## src/rsg_pkg.sv

```systemverilog
// rsg_pkg: constants for the receive statistics increment generator.
// assumes one packet at most ends per clock and a beat carries up to 32 bytes.
package rsg_pkg;

    // widths of the beat byte count, the packet length accumulator and the good byte increment, then the bin count
    localparam int RSG_BEAT_W   = 6;
    localparam int RSG_LEN_W    = 16;
    localparam int RSG_GBYTES_W = 14;
    localparam int RSG_BINS     = 7;

    // reset value of the length accumulator, then the saturation limits
    localparam logic [RSG_LEN_W-1:0] RSG_LEN_RST  = 16'h0000;
    localparam logic [RSG_LEN_W-1:0] RSG_LEN_SAT  = 16'hFFFF;
    localparam logic [RSG_GBYTES_W-1:0] RSG_GB_SAT = 14'h3FFF;

    // length limits fixed by the hardware
    localparam logic [RSG_LEN_W-1:0] RSG_DROP_BELOW = 16'h0010;  // 16 bytes
    localparam logic [RSG_LEN_W-1:0] RSG_SMALL_BELOW = 16'h0040; // 64 bytes
    localparam logic [RSG_LEN_W-1:0] RSG_LARGE_ABOVE = 16'h23FF; // 9215 bytes

    // histogram class bounds, bin 0 is 64 bytes, bin 6 is 1519..1522
    localparam logic [RSG_BINS-1:0][RSG_LEN_W-1:0] RSG_BIN_LO = {
        16'h05EF, 16'h0400, 16'h0200, 16'h0100, 16'h0080, 16'h0041, 16'h0040};
    localparam logic [RSG_BINS-1:0][RSG_LEN_W-1:0] RSG_BIN_HI = {
        16'h05F2, 16'h05EE, 16'h03FF, 16'h01FF, 16'h00FF, 16'h007F, 16'h0040};

    // core configuration: mac included or pcs/pma only
    typedef enum logic {RSG_CFG_PCS_ONLY, RSG_CFG_MAC_PCS} rsg_cfg_t;

endpackage

```

## src/rsg_rx_stats_gen.sv

```systemverilog
// rsg_rx_stats_gen: per-cycle receive statistics increments for an ethernet port.
// assumes beat inputs synchronous to clk and at most one packet end per beat.
`timescale 1ns/1ps

module rsg_rx_stats_gen
    import rsg_pkg::*;
#(
    parameter rsg_cfg_t CORE_CFG = RSG_CFG_MAC_PCS   // which outputs can be nonzero
) (
    input  wire logic                    clk,                  // receive core clock
    input  wire logic                    rst,                  // port reset, sync, high
    input  wire logic                    rx_beat_valid,        // a data beat this cycle
    input  wire logic                    rx_beat_sop,          // beat starts a packet
    input  wire logic                    rx_beat_eop,          // beat ends a packet
    input  wire logic [RSG_BEAT_W-1:0]   rx_beat_bytes,        // valid bytes in beat
    input  wire logic                    rx_fcs_bad,           // fcs wrong, with eop
    input  wire logic                    rx_pkt_err,           // other packet error, with eop
    input  wire logic [RSG_LEN_W-1:0]    max_packet_len,       // longest legal frame
    input  wire logic [RSG_LEN_W-1:0]    min_packet_len,       // shortest legal frame
    input  wire logic                    fifo_underflow,       // receive fifo ran dry
    input  wire logic                    fifo_overflow,        // receive fifo overran
    output logic                         fifo_error,           // fifo fault pulse
    output logic [1:0]                   total_packets_inc,    // every counted packet
    output logic                         good_packets_inc,     // error-free packets
    output logic [RSG_BEAT_W-1:0]        total_bytes_inc,      // bytes per beat
    output logic [RSG_GBYTES_W-1:0]      good_bytes_inc,       // bytes of good packet
    output logic [1:0]                   small_inc,            // under 64 bytes
    output logic                         jabber_inc,           // long, bad fcs
    output logic                         large_inc,            // over 9215 bytes
    output logic                         oversize_inc,         // long, good fcs
    output logic [1:0]                   undersize_inc,        // short, good fcs
    output logic                         toolong_inc,          // long, any fcs
    output logic [1:0]                   fragment_inc,         // short, bad fcs
    output logic                         pkt_dropped,          // packet discarded
    output logic                         hist_64_inc,          // 64 bytes
    output logic                         hist_65_127_inc,      // 65..127
    output logic                         hist_128_255_inc,     // 128..255
    output logic                         hist_256_511_inc,     // 256..511
    output logic                         hist_512_1023_inc,    // 512..1023
    output logic                         hist_1024_1518_inc,   // 1024..1518
    output logic                         hist_1519_1522_inc    // 1519..1522
);

    // the build is fixed at elaboration: a mac build never shows the fifo fault,
    // and a pcs-only build keeps every packet and byte increment at zero, so the
    // far side can tie off whichever group its build does not carry
    // configuration decode
    wire has_mac = (CORE_CFG == RSG_CFG_MAC_PCS);

    // the length of a packet is the sum of the byte counts of its beats, from the
    // start beat through the end beat; a start beat restarts the sum, so a lost end
    // marker costs at most one wrong length and never leaks into the next packet
    // running length of the packet in flight
    logic [RSG_LEN_W-1:0]   len_q;               // bytes so far
    logic [RSG_LEN_W-1:0]   len_d;               // next running length
    logic [RSG_LEN_W:0]     len_sum;             // widened add for saturation
    wire  [RSG_LEN_W-1:0]   beat_len = {{(RSG_LEN_W-RSG_BEAT_W){1'b0}}, rx_beat_bytes};
    wire  [RSG_LEN_W-1:0]   len_base = rx_beat_sop ? RSG_LEN_RST : len_q;

    // len_d already holds the current beat, so the end beat is classified with its
    // own bytes included and the classes need no extra pipeline stage
    // the sum is one bit wider than the register so the carry can be seen
    // length add saturates so a runaway frame never wraps into a small class
    assign len_sum = {1'b0, len_base} + {1'b0, beat_len};
    assign len_d   = len_sum[RSG_LEN_W] ? RSG_LEN_SAT : len_sum[RSG_LEN_W-1:0];

    // a packet is finished by a valid beat that carries the end marker; a packet
    // under sixteen bytes is thrown away here and gives only the drop pulse, while
    // its bytes are still counted per beat
    // packet end qualification
    wire pkt_end  = rx_beat_valid && rx_beat_eop && has_mac;
    wire pkt_drop = pkt_end && (len_d < RSG_DROP_BELOW);
    wire pkt_cnt  = pkt_end && !pkt_drop;

    // long and short follow the configured limits and may change between packets;
    // small and large follow fixed limits; a frame may be long and large at once
    // size and fcs classes of the finished packet
    wire is_long   = len_d > max_packet_len;
    wire is_short  = len_d < min_packet_len;
    wire is_small  = len_d < RSG_SMALL_BELOW;
    wire is_large  = len_d > RSG_LARGE_ABOVE;
    wire is_good   = !rx_fcs_bad && !rx_pkt_err && !is_long && !is_short;

    // every class is gated by pkt_cnt, so nothing is issued between ends and a
    // dropped packet never reaches the long, short or good classes
    // next values of each increment
    wire       jabber_d    = pkt_cnt && is_long && rx_fcs_bad;
    wire       oversize_d  = pkt_cnt && is_long && !rx_fcs_bad;
    wire       toolong_d   = pkt_cnt && is_long;
    wire       undersize_d = pkt_cnt && is_short && !rx_fcs_bad;
    wire       fragment_d  = pkt_cnt && is_short && rx_fcs_bad;
    wire       good_d      = pkt_cnt && is_good;
    wire [RSG_GBYTES_W-1:0] gbytes_d =
        !good_d ? '0 : ((len_d > {2'b00, RSG_GB_SAT}) ? RSG_GB_SAT : len_d[RSG_GBYTES_W-1:0]);
    wire [RSG_BEAT_W-1:0]   tbytes_d = (rx_beat_valid && has_mac) ? rx_beat_bytes : '0;
    wire       fifo_err_d  = !has_mac && (fifo_underflow || fifo_overflow);

    // the classes are disjoint, so at most one bin fires for a packet; lengths
    // under 64 or over 1522 bytes fall in no bin at all
    // histogram bin match, one comparator pair per class
    logic [RSG_BINS-1:0] hist_d;                 // bin hits of finished packet
    logic [RSG_BINS-1:0] hist_q;                 // registered bin increments
    genvar b;
    generate
        for (b = 0; b < RSG_BINS; b++) begin : g_bin
            assign hist_d[b] = pkt_cnt && (len_d >= RSG_BIN_LO[b]) && (len_d <= RSG_BIN_HI[b]);
        end
    endgenerate

    // all increments leave from flip-flops so the far side sees clean pulses
    // registered increments
    logic                    fifo_err_q;
    logic                    total_q;
    logic                    good_q;
    logic [RSG_BEAT_W-1:0]   tbytes_q;
    logic [RSG_GBYTES_W-1:0] gbytes_q;
    logic                    small_q;
    logic                    jabber_q;
    logic                    large_q;
    logic                    oversize_q;
    logic                    undersize_q;
    logic                    toolong_q;
    logic                    fragment_q;
    logic                    drop_q;

    // the length only moves on a valid beat; idle cycles inside a packet keep it
    // running length register
    always_ff @(posedge clk) begin
        if (rst) begin
            len_q <= RSG_LEN_RST;
        end else if (rx_beat_valid) begin
            len_q <= len_d;
        end
    end

    // one cycle of latency from the beat to its increments, for every class alike,
    // so a counter on the far side can add all of them in the same cycle
    // every increment is reloaded each cycle, so a count lasts one cycle only
    always_ff @(posedge clk) begin
        if (rst) begin
            fifo_err_q  <= 1'b0;
            total_q     <= 1'b0;
            good_q      <= 1'b0;
            tbytes_q    <= '0;
            gbytes_q    <= '0;
            small_q     <= 1'b0;
            jabber_q    <= 1'b0;
            large_q     <= 1'b0;
            oversize_q  <= 1'b0;
            undersize_q <= 1'b0;
            toolong_q   <= 1'b0;
            fragment_q  <= 1'b0;
            drop_q      <= 1'b0;
            hist_q      <= '0;
        end else begin
            fifo_err_q  <= fifo_err_d;
            total_q     <= pkt_cnt;
            good_q      <= good_d;
            tbytes_q    <= tbytes_d;
            gbytes_q    <= gbytes_d;
            small_q     <= pkt_cnt && is_small;
            jabber_q    <= jabber_d;
            large_q     <= pkt_cnt && is_large;
            oversize_q  <= oversize_d;
            undersize_q <= undersize_d;
            toolong_q   <= toolong_d;
            fragment_q  <= fragment_d;
            drop_q      <= pkt_drop;
            hist_q      <= hist_d;
        end
    end

    // the upper bit of each two-bit increment is held at zero because no more
    // than one packet ends in a beat; the width is kept for the counter side
    // output mapping, two-bit counts carry at most one packet per cycle
    assign fifo_error         = fifo_err_q;
    assign total_packets_inc  = {1'b0, total_q};
    assign good_packets_inc   = good_q;
    assign total_bytes_inc    = tbytes_q;
    assign good_bytes_inc     = gbytes_q;
    assign small_inc          = {1'b0, small_q};
    assign jabber_inc         = jabber_q;
    assign large_inc          = large_q;
    assign oversize_inc       = oversize_q;
    assign undersize_inc      = {1'b0, undersize_q};
    assign toolong_inc        = toolong_q;
    assign fragment_inc       = {1'b0, fragment_q};
    assign pkt_dropped        = drop_q;
    assign hist_64_inc        = hist_q[0];
    assign hist_65_127_inc    = hist_q[1];
    assign hist_128_255_inc   = hist_q[2];
    assign hist_256_511_inc   = hist_q[3];
    assign hist_512_1023_inc  = hist_q[4];
    assign hist_1024_1518_inc = hist_q[5];
    assign hist_1519_1522_inc = hist_q[6];
endmodule

```

## config.mk

```make
export PLATFORM = sky130hd
export DESIGN_NAME = rsg_rx_stats_gen
export DESIGN_NICKNAME = d
export VERILOG_FILES = /design/src/rsg_pkg.sv /design/src/rsg_rx_stats_gen.sv
export SDC_FILE = /design/constraint.sdc
export NUM_CORES = 1
export LEC_CHECK = 0
export BUFFER_PORTS_ARGS = -buffer_cell sky130_fd_sc_hd__buf_2
export CORE_MARGIN = 4
export CORE_UTILIZATION = 49
export DETAILED_ROUTE_END_ITERATION = 16
export PLACE_DENSITY_LB_ADDON = 0.15
export SETUP_SLACK_MARGIN = 0.05
export SLEW_MARGIN = 0
export SYNTH_ARGS = -nofsm -noshare
export SYNTH_HDL_FRONTEND = slang
export SYNTH_SLANG_ARGS = --single-unit
```

## constraint.sdc

```tcl
create_clock -name clk -period 4 [get_ports clk]
set_input_delay 0.4 -clock clk [delete_from_list [all_inputs] [get_ports clk]]
set_output_delay 0.4 -clock clk [all_outputs]
set_load 0.02 [all_outputs]
```

### After elaboration in Yosys (flattened, before gate mapping)

Index checks and enable logic that the tools add are counted.
W data, S select, Z words.

| word-level totals | value |
|---|---|
| register bits | 53 |
| bits of input ports | 47 |

| cells by class | value |
|---|---|
| reductions and logical operators | 36 |
| multiplexer cells | 3 |
| bitwise operators | 2 |
| order comparisons | 20 |
| add/sub/neg operators | 1 |

Operator list:

| kind | number |
|---|---|
| $ge A16 B11 Y1 const B | 2 |
| $ge A16 B7 Y1 const B | 2 |
| $gt A16 B14 Y1 const B | 2 |
| $le A16 B11 Y1 const B | 2 |
| $le A16 B7 Y1 const B | 2 |
| $mux W16 | 2 |
| $logic_and A1 B1 Y1 | 29 |
| $add A16 B6 Y17 | 1 |
| $ge A16 B10 Y1 const B | 1 |
| $ge A16 B8 Y1 const B | 1 |
| $ge A16 B9 Y1 const B | 1 |
| $gt A16 B16 Y1 | 1 |
| $le A16 B10 Y1 const B | 1 |
| $le A16 B8 Y1 const B | 1 |
| $le A16 B9 Y1 const B | 1 |
| $lt A16 B16 Y1 | 1 |
| $lt A16 B5 Y1 const B | 1 |
| $lt A16 B7 Y1 const B | 1 |
| $mux W14 | 1 |
| $logic_not A1 Y1 | 5 |
| $reduce_or A2 Y1 | 2 |
| $not A1 Y1 | 2 |

### Longest topological paths before layout

Gate-level depths: netlist of run 1.

| logic depth | value |
|---|---|
| depth after elaboration | 10 |
| depth in mapped cells | 20 |

### Worst setup path before layout of run 1

No wires, ideal clock.

| timing | value |
|---|---|
| kind | input port to flip-flop |
| start | input rx_beat_sop |
| end | register gbytes_q[10] (netlist: good_bytes_inc[10]) |
| setup slack | -0.251 ns |
| stages on the path | 20 |
| data required time | 3.930 ns |
| path buffers | 3 |
| arrival time | 4.181 ns |
| cells stage by stage | clkbuf_1 -> nor2b_1 -> ha_1 -> fa_1 -> a21oi_1 -> o21ai_2 -> and3_1 -> buf_2 -> nor2_1 -> inv_1 -> ha_1 -> a21o_1 -> a21o_1 -> a211o_1 -> a211oi_1 -> a21o_1 -> and3_1 -> o211ai_2 -> buf_2 -> a21oi_1 |

| between the ends | value |
|---|---|
| cells in the longest elaborated chain, start to end | 10 |

Ends and longest elaborated chain:

| element | line | RTL |
|---|---|---|
| start, declared | rsg_rx_stats_gen.sv:13 | `input wire logic rx_beat_sop,` |
| $mux W16 * | rsg_rx_stats_gen.sv:58 | `wire [RSG_LEN_W-1:0] len_base = rx_beat_sop ? RSG_LEN_RST : len_q;` |
| $add A16 B6 Y17 * | rsg_rx_stats_gen.sv:64 | `assign len_sum = {1'b0, len_base} + {1'b0, beat_len};` |
| $mux W16 * | rsg_rx_stats_gen.sv:65 | `assign len_d = len_sum[RSG_LEN_W] ? RSG_LEN_SAT : len_sum[RSG_LEN_W-1:0];` |
| net len_d[2] | rsg_rx_stats_gen.sv:55 | `logic [RSG_LEN_W-1:0] len_d;` |
| $lt A16 B5 Y1 or $gt A16 B16 Y1 (tied branches) | rsg_rx_stats_gen.sv:72, rsg_rx_stats_gen.sv:78 |  |
| $logic_and A1 B1 Y1 or $logic_not A1 Y1 (tied branches) | rsg_rx_stats_gen.sv:72, rsg_rx_stats_gen.sv:82 |  |
| $logic_not A1 Y1 or $logic_and A1 B1 Y1 (tied branches) | rsg_rx_stats_gen.sv:73, rsg_rx_stats_gen.sv:82 |  |
| $logic_and A1 B1 Y1, on equally long branches | rsg_rx_stats_gen.sv:73, rsg_rx_stats_gen.sv:82 |  |
| $logic_and A1 B1 Y1 | rsg_rx_stats_gen.sv:92 | `wire good_d = pkt_cnt && is_good;` |
| $not A1 Y1 (no source line) | n/a |  |
| $reduce_or A2 Y1 (no source line) | n/a |  |
| end signal, assigned | rsg_rx_stats_gen.sv:160 | `gbytes_q <= gbytes_d;` |
| end, declared | rsg_rx_stats_gen.sv:116 | `logic [RSG_GBYTES_W-1:0] gbytes_q;` |

Mark *: on every way through the listed nets, which the timed path passes. The rest lies on a longest branch.
A chain may end at the register's enable or synchronous reset.

### Final worst setup path of run 1

| timing | value |
|---|---|
| start | register len_q[0] |
| end | register gbytes_q[3] (netlist: good_bytes_inc[3]) |

| between the ends | value |
|---|---|
| cells in the longest elaborated chain, start to end | 10 |

Ends and longest elaborated chain:

| element | line | RTL |
|---|---|---|
| start, declared | rsg_rx_stats_gen.sv:54 | `logic [RSG_LEN_W-1:0] len_q;` |
| start signal, assigned | rsg_rx_stats_gen.sv:132 | `len_q <= len_d;` |
| $mux W16 * | rsg_rx_stats_gen.sv:58 |  |
| $add A16 B6 Y17 * | rsg_rx_stats_gen.sv:64 |  |
| $mux W16 * | rsg_rx_stats_gen.sv:65 |  |
| net len_d[6] | rsg_rx_stats_gen.sv:55 |  |
| $lt A16 B5 Y1 or $gt A16 B16 Y1 (tied branches) | rsg_rx_stats_gen.sv:72, rsg_rx_stats_gen.sv:78 |  |
| $logic_and A1 B1 Y1 or $logic_not A1 Y1 (tied branches) | rsg_rx_stats_gen.sv:72, rsg_rx_stats_gen.sv:82 |  |
| $logic_not A1 Y1 or $logic_and A1 B1 Y1 (tied branches) | rsg_rx_stats_gen.sv:73, rsg_rx_stats_gen.sv:82 |  |
| $logic_and A1 B1 Y1, on equally long branches | rsg_rx_stats_gen.sv:73, rsg_rx_stats_gen.sv:82 |  |
| $logic_and A1 B1 Y1 | rsg_rx_stats_gen.sv:92 |  |
| $not A1 Y1 (no source line) | n/a |  |
| $reduce_or A2 Y1 (no source line) | n/a |  |

Marks and branches as above.

==> impl_metrics.ini, run 1 <==
[clocking]
cts.sink_count = 53
numCtsBuffers = 5
htree_levels = 2
cts_hold_repair.buffers = 0
worstSkewPairLatency_ps = 310
clock_tree.root_cell = sky130_fd_sc_hd__clkbuf_8
path_clk_slew_ps = 100
tritoncts = yes
ctsLongestPathBuffers = 2

[worst_hold_path]
timing.hold.worst_path_depth = 2
hold_path.startpoint = rx_beat_bytes[3]
worst_hold_end = total_bytes_inc[3]$_SDFF_PP0_
kind_of_path_behind_the_tightest_hold_check = in -> reg

[drt]
routed_via_density = 5.35
detail_routed_net_length_per_standard_cell_um = 15.3
dr_total_vias = 3433
drt-pass1-iter-count = 6
postRouteWirelength_mm = 9.83
drt_iter0_drc = 155
drcViolationCount = 0
antenna_left = 0

[synthesis]
yosys.area_share.simple_pct = 23.7
proportion_of_synthesized_chip_area_in_sequential_cells_pct = 30.2
post_synth_mux_area_share_pct = 2.35
ys_dominant_reg_cell = sky130_fd_sc_hd__dfxtp_1
synth.avg_cell_area_um2 = 8.39
yosys_warnings = 0
synth-edff-count = 0
asyncSetResetFlopFracSynth_pct = 0
yosys.cell_types.count = 62
synthesis.area_um2 = 3520
largest_family_of_logic_cells_by_synthesized_area = simple AND/OR/NAND/NOR gates
yosys.area_share.adder_pct = 13.7
post_synth_inst_count = 419
synthXorXnorAreaFrac_pct = 1.99
synth_compound_gate_area_share_pct = 18.9
synth_seq_cells = 53

[die]
die-height_um = 92.7
row_count = 30
start_util_pct = 51.2
fp.dieArea_um2 = 8590
design.portCount = 89
fp.dieW_um = 92.7
core-area_um2 = 6870

[finish]
nNetsFinal = 630
synthToLayoutAreaGrowth_pct = 30.9
mostFrequentLayoutCells = sky130_fd_sc_hd__buf_2, sky130_fd_sc_hd__buf_4, sky130_fd_sc_hd__dfxtp_1
final_common_cell = sky130_fd_sc_hd__buf_2
n_antenna_cell = 0
post_route_cells_drive_above_1_share_pct = 35.0

[worst_setup_path]
cp_slowest_stage_delay_ps = 340
critical_path_required_ps = 4230
crit_slowest_cell = sky130_fd_sc_hd__dfxtp_1
worst_r2r_path_depth = 20
critPathKind = reg -> reg
worstPathCellList = nor2b_1, ha_2, fa_2, a21oi_4, o21ai_4, buf_4, nand2_1, nor3_1, a21o_1, inv_1, ha_1, a21o_1, a21oi_1, o22ai_1, a211oi_1, a21o_1, and3_1, o211ai_2, buf_12, a21oi_1
cp_data_arrival_time_ps = 4020
timing.critical_path.from_type = flop
reg2reg_to = good_bytes_inc[3]$_SDFF_PP0_
ff2ff_setup_slack_ps = 210
worstPathMaxFanout = 14
worstReg2RegStart = len_q[0]$_SDFFE_PP0P_
timing.critical_path.mode_cell = sky130_fd_sc_hd__a21o_1
end_kind = flop

[timing]
worstMarginPinSlew_ps = 583
number_of_failing_setup_endpoints_in_the_final_timing_report = 0
layout_worst_path_cycle_share_pct = 94.8
grt_setup_unrepaired = no
final.min_clock_period_ps = 3790
timing.slew.headroom_pct = 61.1
final.hold.worst_slack_ps = 302
finalMaxSlewViolations = 0
timing_limited_maximum_frequency_ghz = 0.264
clock-skew-final_ps = 15.3
final-hold-violation-count = 0

[status]
status = completed

[global_routing]
gr-usage-all-layers_pct = 22.9
via_count_of_the_first_global_routing_pass = 3272
pin_count_of_the_biggest_net_entering_global_routing = 31
first_pass_grt_wire_length_mm = 15.8
grt_antenna_before_repair = 0
grt_overflow = 0

[pwr]
p_leak_nw = 2.40
peakVddDrop_v = 0.000146
final_total_power_mw = 1.29
power_density_nw_per_um2 = 281

[placement]
gp_congestion = 0.882
io_buffer_count = 81
dp_hpwl_mm = 7.99

[job]
maxCapViolCount = 0
-- sequential cells by signal, indices dropped and copies added (netlist names) --
signal	flops
large_inc	1
fragment_q	1
good_packets_inc	1
toolong_inc	1
undersize_q	1
oversize_inc	1
len_q	16
jabber_inc	1
total_bytes_inc	6
small_q	1
pkt_dropped	1
hist_q	7
good_bytes_inc	14
total_q	1
-- per-stage QoR --
stage | TNS, ps | utilization, % | std cells | instance area [µm²] | setup slack [ps]
floorplan | 0 | - | 423 | 3550 | 73.0
global placement | -880 | 63.4 | 630 | 4350 | -68.6
detailed placement | -1610 | 63.4 | 630 | 4350 | -156
CTS | 0 | 65.0 | 638 | 4460 | 69.0
global route | 0 | 67.0 | 642 | 4600 | 26.8
finish | 0 | 67.0 | 642 | 4600 | 208
-- report_power, final --
group	switching, mW	internal (mW)	total, mW
combinational	0.203	0.163	0.366
sequential	0.0105	0.542	0.553
clock	0.186	0.188	0.374
-- cell usage after synthesis (all sizes together), types with 2 or more instances --
cell type	number	area, µm²
or4	3	26.3
xnor2	6	52.6
o21a	2	15.0
nand4b	2	17.5
ha	37	463
nor4b	2	23.8
mux2i	6	60.1
dfxtp	53	1060
nand3	6	35.0
a311oi	5	43.8
nor3	14	75.1
xor2	2	17.5
o211ai	4	40.0
nor4	10	75.1
nand2b	7	43.8
nand4	12	81.3
a21o	16	120
a211oi	15	125
o22ai	2	12.5
a21oi	28	144
nor2	40	150
nand2	15	58.8
clkbuf	8	30.0
or3	3	33.8
o21ai	7	46.3
buf	14	92.6
and2	10	62.6
a41oi	2	32.5
inv	51	194
nor2b	12	75.1
mux2	2	22.5
or2	3	18.8
a211o	2	17.5
and3	6	37.5
-- logic make-up (layout without fill, tap and decap cells) --
logic type	after synthesis	after routing
simple gates	147	147
compound gates	91	91
buf+inv	73	196
flops	53	53
fa+ha+maj	38	38
xor+xnor	8	8
mux	8	8
other cells	1	5
-- layout make-up --
type,count,area [µm²]
timing repair buffer,137,838
inverter,51,194
sequential,53,1060
multi-input combinational,297,2280
clock inverter,2,38.8
fill,601,2270
tap,96,120
clock buffer,6,72.6
-- worst max-delay path: cells and delay by family (launching register included) --
kind,cells,cell delay [ps]
and+or+nand+nor,4,640
DFF,1,340
adders and majority gates,3,760
AOI/OAI and AO/OA,10,1540
buffers and inverters,3,410
-- worst max-delay path by stage --
stage,slack [ps],from,endpoint,depth (start not counted)
floorplan,70,rx_beat_sop,good_bytes_inc[10]$_SDFF_PP0_,20
global placement,-70,rx_beat_sop,good_bytes_inc[11]$_SDFF_PP0_,19
detailed placement,-160,rx_beat_sop,good_bytes_inc[12]$_SDFF_PP0_,19
CTS,70,len_q[1]$_SDFFE_PP0P_,good_bytes_inc[3]$_SDFF_PP0_,19
global route,30,len_q[1]$_SDFFE_PP0P_,good_bytes_inc[3]$_SDFF_PP0_,19
finish,210,len_q[0]$_SDFFE_PP0P_,good_bytes_inc[3]$_SDFF_PP0_,20
-- metal layers --
metal	global-route usage (%)	share of wire (%)	vias up
met4	3.66	0.99	0
met2	41.0	49	106
li1	-	-	1722
met1	29.7	45	1595
met3	3.25	5.4	10
met5	0	0	-
-- repair_timing --
item | CTS | global route
endpoints found under the setup margin | 0 | 16
gates resized for setup | 0 | 24
setup buffers | 0 | 4
Power figures use the tool's default switching activity.
==> run 2: changes to the inputs <==
--- a/config.mk
+++ b/config.mk
@@ -5,6 +5,7 @@
 export SDC_FILE = /design/constraint.sdc
 export NUM_CORES = 1
 export LEC_CHECK = 0
+export ABC_AREA = 1
 export BUFFER_PORTS_ARGS = -buffer_cell sky130_fd_sc_hd__buf_2
 export CORE_MARGIN = 4
 export CORE_UTILIZATION = 49
==> run 2 against run 1 <==
- hold slack got worse by 34 ps
- sequential power fell by 0.7%
- largest cell class unchanged
- clock power decreased by 12%
- maximum frequency up 9.7%
==> impl_metrics.ini, run 2 <==
[worst_hold_path]
kind_of_path_behind_the_tightest_hold_check = in -> reg
timing.hold.worst_path_depth = 2

[worst_setup_path]
worstPathMaxFanout = 18
timing.critical_path.buf_inv = 2
worst_r2r_path_depth = 22
cp_slowest_stage_delay_ps = 410
critical_path_required_ps = 4260
timing.critical_path.from_type = flop
end_kind = flop
worstPathCellList = inv_1, nor2_1, ha_1, fa_1, nand3_1, nand3_1, nand2_1, nand2_4, nand2_4, nand2_1, nor2_4, inv_1, ha_1, a21oi_1, o21ai_0, a21oi_1, nand2_1, nand2_1, nand2_1, nor2_4, nand2_4, nor2_1
crit_slowest_cell = sky130_fd_sc_hd__fa_1
path_delay_family = simple AND/OR/NAND/NOR gates
critPathKind = reg -> reg
cp_data_arrival_time_ps = 3720
timing.critical_path.depth = 22
timing.critical_path.mode_cell = sky130_fd_sc_hd__nand2_1

[timing]
worstMarginPinSlew_ps = 590
grt_setup_unrepaired = no
layout_worst_path_cycle_share_pct = 86.4
finalMaxSlewViolations = 0
timing_limited_maximum_frequency_ghz = 0.289
fin_tns_setup_ps = 0
final.hold.worst_slack_ps = 268
number_of_failing_setup_endpoints_in_the_final_timing_report = 0
final.min_clock_period_ps = 3460
timing.slew.headroom_pct = 60.6
final-hold-violation-count = 0
clock-skew-final_ps = 4.26

[global_routing]
first_pass_grt_wire_length_mm = 14.6
gr-usage-all-layers_pct = 20.8
grt_antenna_before_repair = 0
pin_count_of_the_biggest_net_entering_global_routing = 21
via_count_of_the_first_global_routing_pass = 3337
grt_overflow = 0

[synthesis]
yosys.cell_types.count = 33
synthDominantAreaCellType = sky130_fd_sc_hd__dfxtp_1
asyncSetResetFlopFracSynth_pct = 0
synthesis.area_um2 = 3670
post_synth_inst_count = 540
yosys_warnings = 0
most_used_standard_cells_in_the_synthesized_netlist = sky130_fd_sc_hd__inv_1, sky130_fd_sc_hd__nand2_1, sky130_fd_sc_hd__nor2_1
synth.avg_cell_area_um2 = 6.79
synth_largest_type_area_fraction_pct = 28.9
post-synth-top-count-cell = sky130_fd_sc_hd__inv_1
synth-edff-count = 0
synth_seq_cells = 53
ys_dominant_reg_cell = sky130_fd_sc_hd__dfxtp_1
largest_cells_by_area_after_synthesis = sky130_fd_sc_hd__dfxtp_1, sky130_fd_sc_hd__ha_1, sky130_fd_sc_hd__inv_1, sky130_fd_sc_hd__nand2_1, sky130_fd_sc_hd__nor2_1
proportion_of_synthesized_chip_area_in_sequential_cells_pct = 28.9

[clocking]
clock_tree.root_cell = sky130_fd_sc_hd__clkbuf_8
post_cts_resized = 0
cts.sink_count = 53
worstSkewPairLatency_ps = 320
path_clk_slew_ps = 110
cts_hold_repair.buffers = 0
ctsLongestPathBuffers = 2
tritoncts = yes
numCtsBuffers = 5
htree_levels = 2
cts.repair_timing.setup_buffer_count = 0

[finish]
n_antenna_cell = 0
registers.top_by_ff_count = len_q
final_common_cell = sky130_fd_sc_hd__inv_1
synthToLayoutAreaGrowth_pct = 17.3
nNetsFinal = 716
post_route_cells_drive_above_1_share_pct = 24.7
largest_register_ffs = 16
mostFrequentLayoutCells = sky130_fd_sc_hd__inv_1, sky130_fd_sc_hd__nand2_1, sky130_fd_sc_hd__buf_2
fillers = 720

[placement]
dp_hpwl_mm = 7.33
io_buffer_count = 81
gp_congestion = 0.905

[die]
die-height_um = 94.5
row_count = 31
core-area_um2 = 7250
start_util_pct = 50.6
fp.dieArea_um2 = 8930
design.portCount = 89
fp.dieW_um = 94.5

[pwr]
p_leak_nw = 2.53
power_density_nw_per_um2 = 274
peakVddDrop_v = 0.000130

[drt]
antenna_left = 0
detail_routed_net_length_per_standard_cell_um = 12.1
postRouteWirelength_mm = 8.82
dr_total_vias = 3520
routed_via_density = 4.82
drt_iter0_drc = 150
drt-pass1-iter-count = 4
drcViolationCount = 0

[job]
maxCapViolCount = 0

[status]
status = completed
[run 2: path summary, 6_finish.rpt]
path / from / to / slack [ps]
setup / recovery: len_q[0]$_SDFFE_PP0P_ / good_bytes_inc[0]$_SDFF_PP0_ / 540
hold / removal: rx_fcs_bad / oversize_inc$_SDFF_PP0_ / 270
setup reg to reg: len_q[0]$_SDFFE_PP0P_ / good_bytes_inc[0]$_SDFF_PP0_ / 540
hold reg to reg: len_q[5]$_SDFFE_PP0P_ / len_q[5]$_SDFFE_PP0P_ / 540
[run 2: logic make-up after synthesis]
family	count (synthesis)	share of synthesized area, %
and+or+nand+nor	255	33.4
buffers and inverters	131	15.3
AOI/OAI and AO/OA	59	8.42
DFF	53	28.9
adders and majority gates	38	13.2
xor gates and xnor gates	3	0.716
other	1	0.102
[run 2: stage by stage]
stage / utilization [%] / power, mW / setup WS (ps) / std cells / instance area, µm²
floorplan: - / 0.770 / 625 / 544 / 3680
finish: 59.3 / 1.18 / 543 / 731 / 4300
global placement: 58.0 / 0.852 / 321 / 723 / 4210
global route: 59.3 / 1.25 / 158 / 731 / 4300
detailed placement: 58.0 / 0.860 / 260 / 723 / 4210
CTS: 59.3 / 1.19 / 528 / 731 / 4300
[run 2: cell type report]
class	count	area (µm²)	area share, %
Multi-Input combinational cell	360	2060	47.9
Sequential cell	53	1060	24.7
Timing Repair Buffer	98	533	12.4
Inverter	113	427	9.92
Tap cell	99	124	2.88
Clock buffer	5	68.8	1.60
Clock inverter	3	26.3	0.611
[run 2: metal layers]
metal	up-vias	track usage (%)	share of wire (%)
met5	-	0	0
met2	98	37.0	48
met1	1556	25.8	44
li1	1855	-	-
met3	11	3.35	6.3
met4	0	6.25	2.0
[run 2: power by group]
| part | internal, mW | switching [mW] |
|---|---|---|
| Combinational | 0.112 | 0.187 |
| Clock | 0.128 | 0.202 |
| Sequential | 0.543 | 0.00648 |
==> run 3: changes to the inputs <==
--- a/config.mk
+++ b/config.mk
@@ -11,6 +11,7 @@
 export CORE_UTILIZATION = 49
 export DETAILED_ROUTE_END_ITERATION = 16
 export PLACE_DENSITY_LB_ADDON = 0.15
+export REMOVE_ABC_BUFFERS = 1
 export SETUP_SLACK_MARGIN = 0.05
 export SLEW_MARGIN = 0
 export SYNTH_ARGS = -nofsm -noshare
==> run 3 against run 2 <==
- register-to-register slack barely moved
- worst setup slack lost 13 ps
- clock power up 13%
- critical path depth stayed put
- largest power group unchanged
- clock-buffer cell count grew 1
- core utilization up 0.22 points
- first-iteration DRC count decreased by 4.0%
- combinational power barely moved
- routed wire length is 2.7% higher
- flip-flop and latch count did not move
==> impl_metrics.ini, run 3 (same netlist as run 2, synthesis figures left out) <==
[timing]
timing_limited_maximum_frequency_ghz = 0.288
post-route-worst-setup-slack_ps = 530
layout_worst_path_cycle_share_pct = 86.8
final-hold-violation-count = 0
clock-skew-final_ps = 9.44
fin_tns_setup_ps = 0
final.min_clock_period_ps = 3470
final.hold.worst_slack_ps = 285
timing.slew.headroom_pct = 59.6
grt_setup_unrepaired = no
number_of_failing_setup_endpoints_in_the_final_timing_report = 0
worstMarginPinSlew_ps = 605
finalMaxSlewViolations = 0

[clocking]
cts.sink_count = 53
ctsLongestPathBuffers = 2
clock_tree.root_cell = sky130_fd_sc_hd__clkbuf_8
htree_levels = 2
numCtsBuffers = 5
cts_hold_repair.buffers = 0
post_cts_resized = 0
cts.repair_timing.setup_buffer_count = 0
worstSkewPairLatency_ps = 310
path_clk_slew_ps = 100
tritoncts = yes

[worst_hold_path]
timing.hold.worst_path_depth = 2
hold_path.startpoint = rx_fcs_bad
worst_hold_end = oversize_inc$_SDFF_PP0_
kind_of_path_behind_the_tightest_hold_check = in -> reg

[pwr]
sequentialPowerShare_pct = 45.0
sw_frac_of_total_pct = 31.0
peakVddDrop_v = 0.000139
switching_power_mw = 0.379
p_leak_nw = 2.55
intPower_mw = 0.843
clock_power_share_pct = 30.4
power_density_nw_per_um2 = 283
portion_of_total_power_attributed_to_combinational_logic_pct = 24.6

[global_routing]
gr-usage-all-layers_pct = 20.7
first_pass_grt_wire_length_mm = 14.6
via_count_of_the_first_global_routing_pass = 3190
pin_count_of_the_biggest_net_entering_global_routing = 21
grt_overflow = 0
grt_antenna_before_repair = 0

[drt]
postRouteWirelength_mm = 9.05
routed_via_density = 4.78
dr_total_vias = 3495
drt-pass1-iter-count = 4
detail_routed_net_length_per_standard_cell_um = 12.4
drt_iter0_drc = 144
drcViolationCount = 0
antenna_left = 0

[die]
die-height_um = 94.5
start_util_pct = 50.6
fp.dieArea_um2 = 8930
core-area_um2 = 7250
row_count = 31
fp.dieW_um = 94.5
design.portCount = 89

[worst_setup_path]
cp_data_arrival_time_ps = 3670
timing.critical_path.from_type = flop
worstPathCellList = inv_1, nor2_1, ha_1, fa_1, nand3_1, nand3_1, nand2_1, nand2_4, nand2_4, nand2_1, nor2_4, inv_1, ha_1, nand2_1, nor3_1, nand2_1, nand2_1, nand2_1, nand2_1, nor2_4, nand2_4, nor2_1
worst_r2r_path_depth = 22
crit_slowest_cell = sky130_fd_sc_hd__fa_1
cp_slowest_stage_delay_ps = 410
worstReg2RegStart = len_q[0]$_SDFFE_PP0P_
end_kind = flop
worstPathMaxFanout = 18
timing.critical_path.mode_cell = sky130_fd_sc_hd__nand2_1
ff2ff_setup_slack_ps = 530
reg2reg_to = good_bytes_inc[1]$_SDFF_PP0_
critPathKind = reg -> reg
critical_path_required_ps = 4200

[placement]
dp_hpwl_mm = 7.34
io_buffer_count = 81
gp_congestion = 0.890
pre_cts_slack_ps = 234
placedCellCount = 723

[finish]
instances_no_fill = 731
synthToLayoutAreaGrowth_pct = 17.7
mostFrequentLayoutCells = sky130_fd_sc_hd__inv_1, sky130_fd_sc_hd__nand2_1, sky130_fd_sc_hd__buf_2
post_route_cells_drive_above_1_share_pct = 24.5
nNetsFinal = 716
n_antenna_cell = 0
final_common_cell = sky130_fd_sc_hd__inv_1
registers.top_by_ff_count = len_q
largest_register_ffs = 16

[status]
status = completed

[job]
maxCapViolCount = 0
-- run 3: changes by cell type in the layout (fill, tap and decap cells not counted) --
cell                         before  now
sky130_fd_sc_hd__bufinv_16        0    1
sky130_fd_sc_hd__clkbuf_1         0    1
sky130_fd_sc_hd__clkinv_4         0    1
sky130_fd_sc_hd__clkinvlp_4       2    0
sky130_fd_sc_hd__inv_8            1    0
-- run 3: metrics by stage --
| stage | cell area, µm² | utilization [%] | power, mW |
|---|---|---|---|
| after detailed placement | 4210 | 58.0 | 0.860 |
| after global routing | 4320 | 59.5 | 1.30 |
| final | 4320 | 59.5 | 1.22 |
| after global placement | 4210 | 58.0 | 0.852 |
| after floorplan | 3550 | - | 0.758 |
| after CTS | 4320 | 59.5 | 1.23 |
-- run 3: how the worst max path moves through the flow --
stage / slack, ps / to / cells after the start / startpoint
finish: 530 / good_bytes_inc[1]$_SDFF_PP0_ / 22 / len_q[0]$_SDFFE_PP0P_
global route: 150 / good_bytes_inc[1]$_SDFF_PP0_ / 21 / len_q[0]$_SDFFE_PP0P_
CTS: 520 / good_bytes_inc[2]$_SDFF_PP0_ / 22 / len_q[0]$_SDFFE_PP0P_
detailed placement: 230 / good_bytes_inc[13]$_SDFF_PP0_ / 22 / rx_beat_sop
global placement: 330 / good_bytes_inc[1]$_SDFF_PP0_ / 22 / rx_beat_sop
floorplan: 800 / good_bytes_inc[0]$_SDFF_PP0_ / 23 / rx_beat_sop
-- run 3: final cells by class --
class,instances,area [µm²]
inverters,113,427
well taps,99,124
multi-input cells,360,2060
flip-flops and latches,53,1060
clock inverters,2,38.8
repair buffers,98,533
clock buffers,6,72.6
fillers,726,2940
-- run 3: power by group through the flow --
stage | combinational (mW) | sequential [mW] | clock [mW]
5_1_grt | 0.345 | 0.552 | 0.405
3_5_place_dp | 0.298 | 0.562 | 0
6_report | 0.301 | 0.549 | 0.372
2_1_floorplan | 0.191 | 0.568 | 0
3_3_place_gp | 0.290 | 0.561 | 0
4_1_cts | 0.301 | 0.549 | 0.378
-- run 3: critical path, delay by kind of cell (launching register included) --
family                     cells  cell delay [ps]
adders and majority gates      3              920
buffers and inverters          2              170
DFF                            1              310
and+or+nand+nor               17             1920
-- run 3: routing by layer --
metal	routed length, µm	part of all wire (%)	track usage [%]	vias to the layer above
met2	4220	47	35.7	84
met4	161	1.8	5.41	0
met1	4220	47	27.2	1543
met5	0	0	0	-
li1	-	-	-	1854
met3	459	5.1	2.71	14
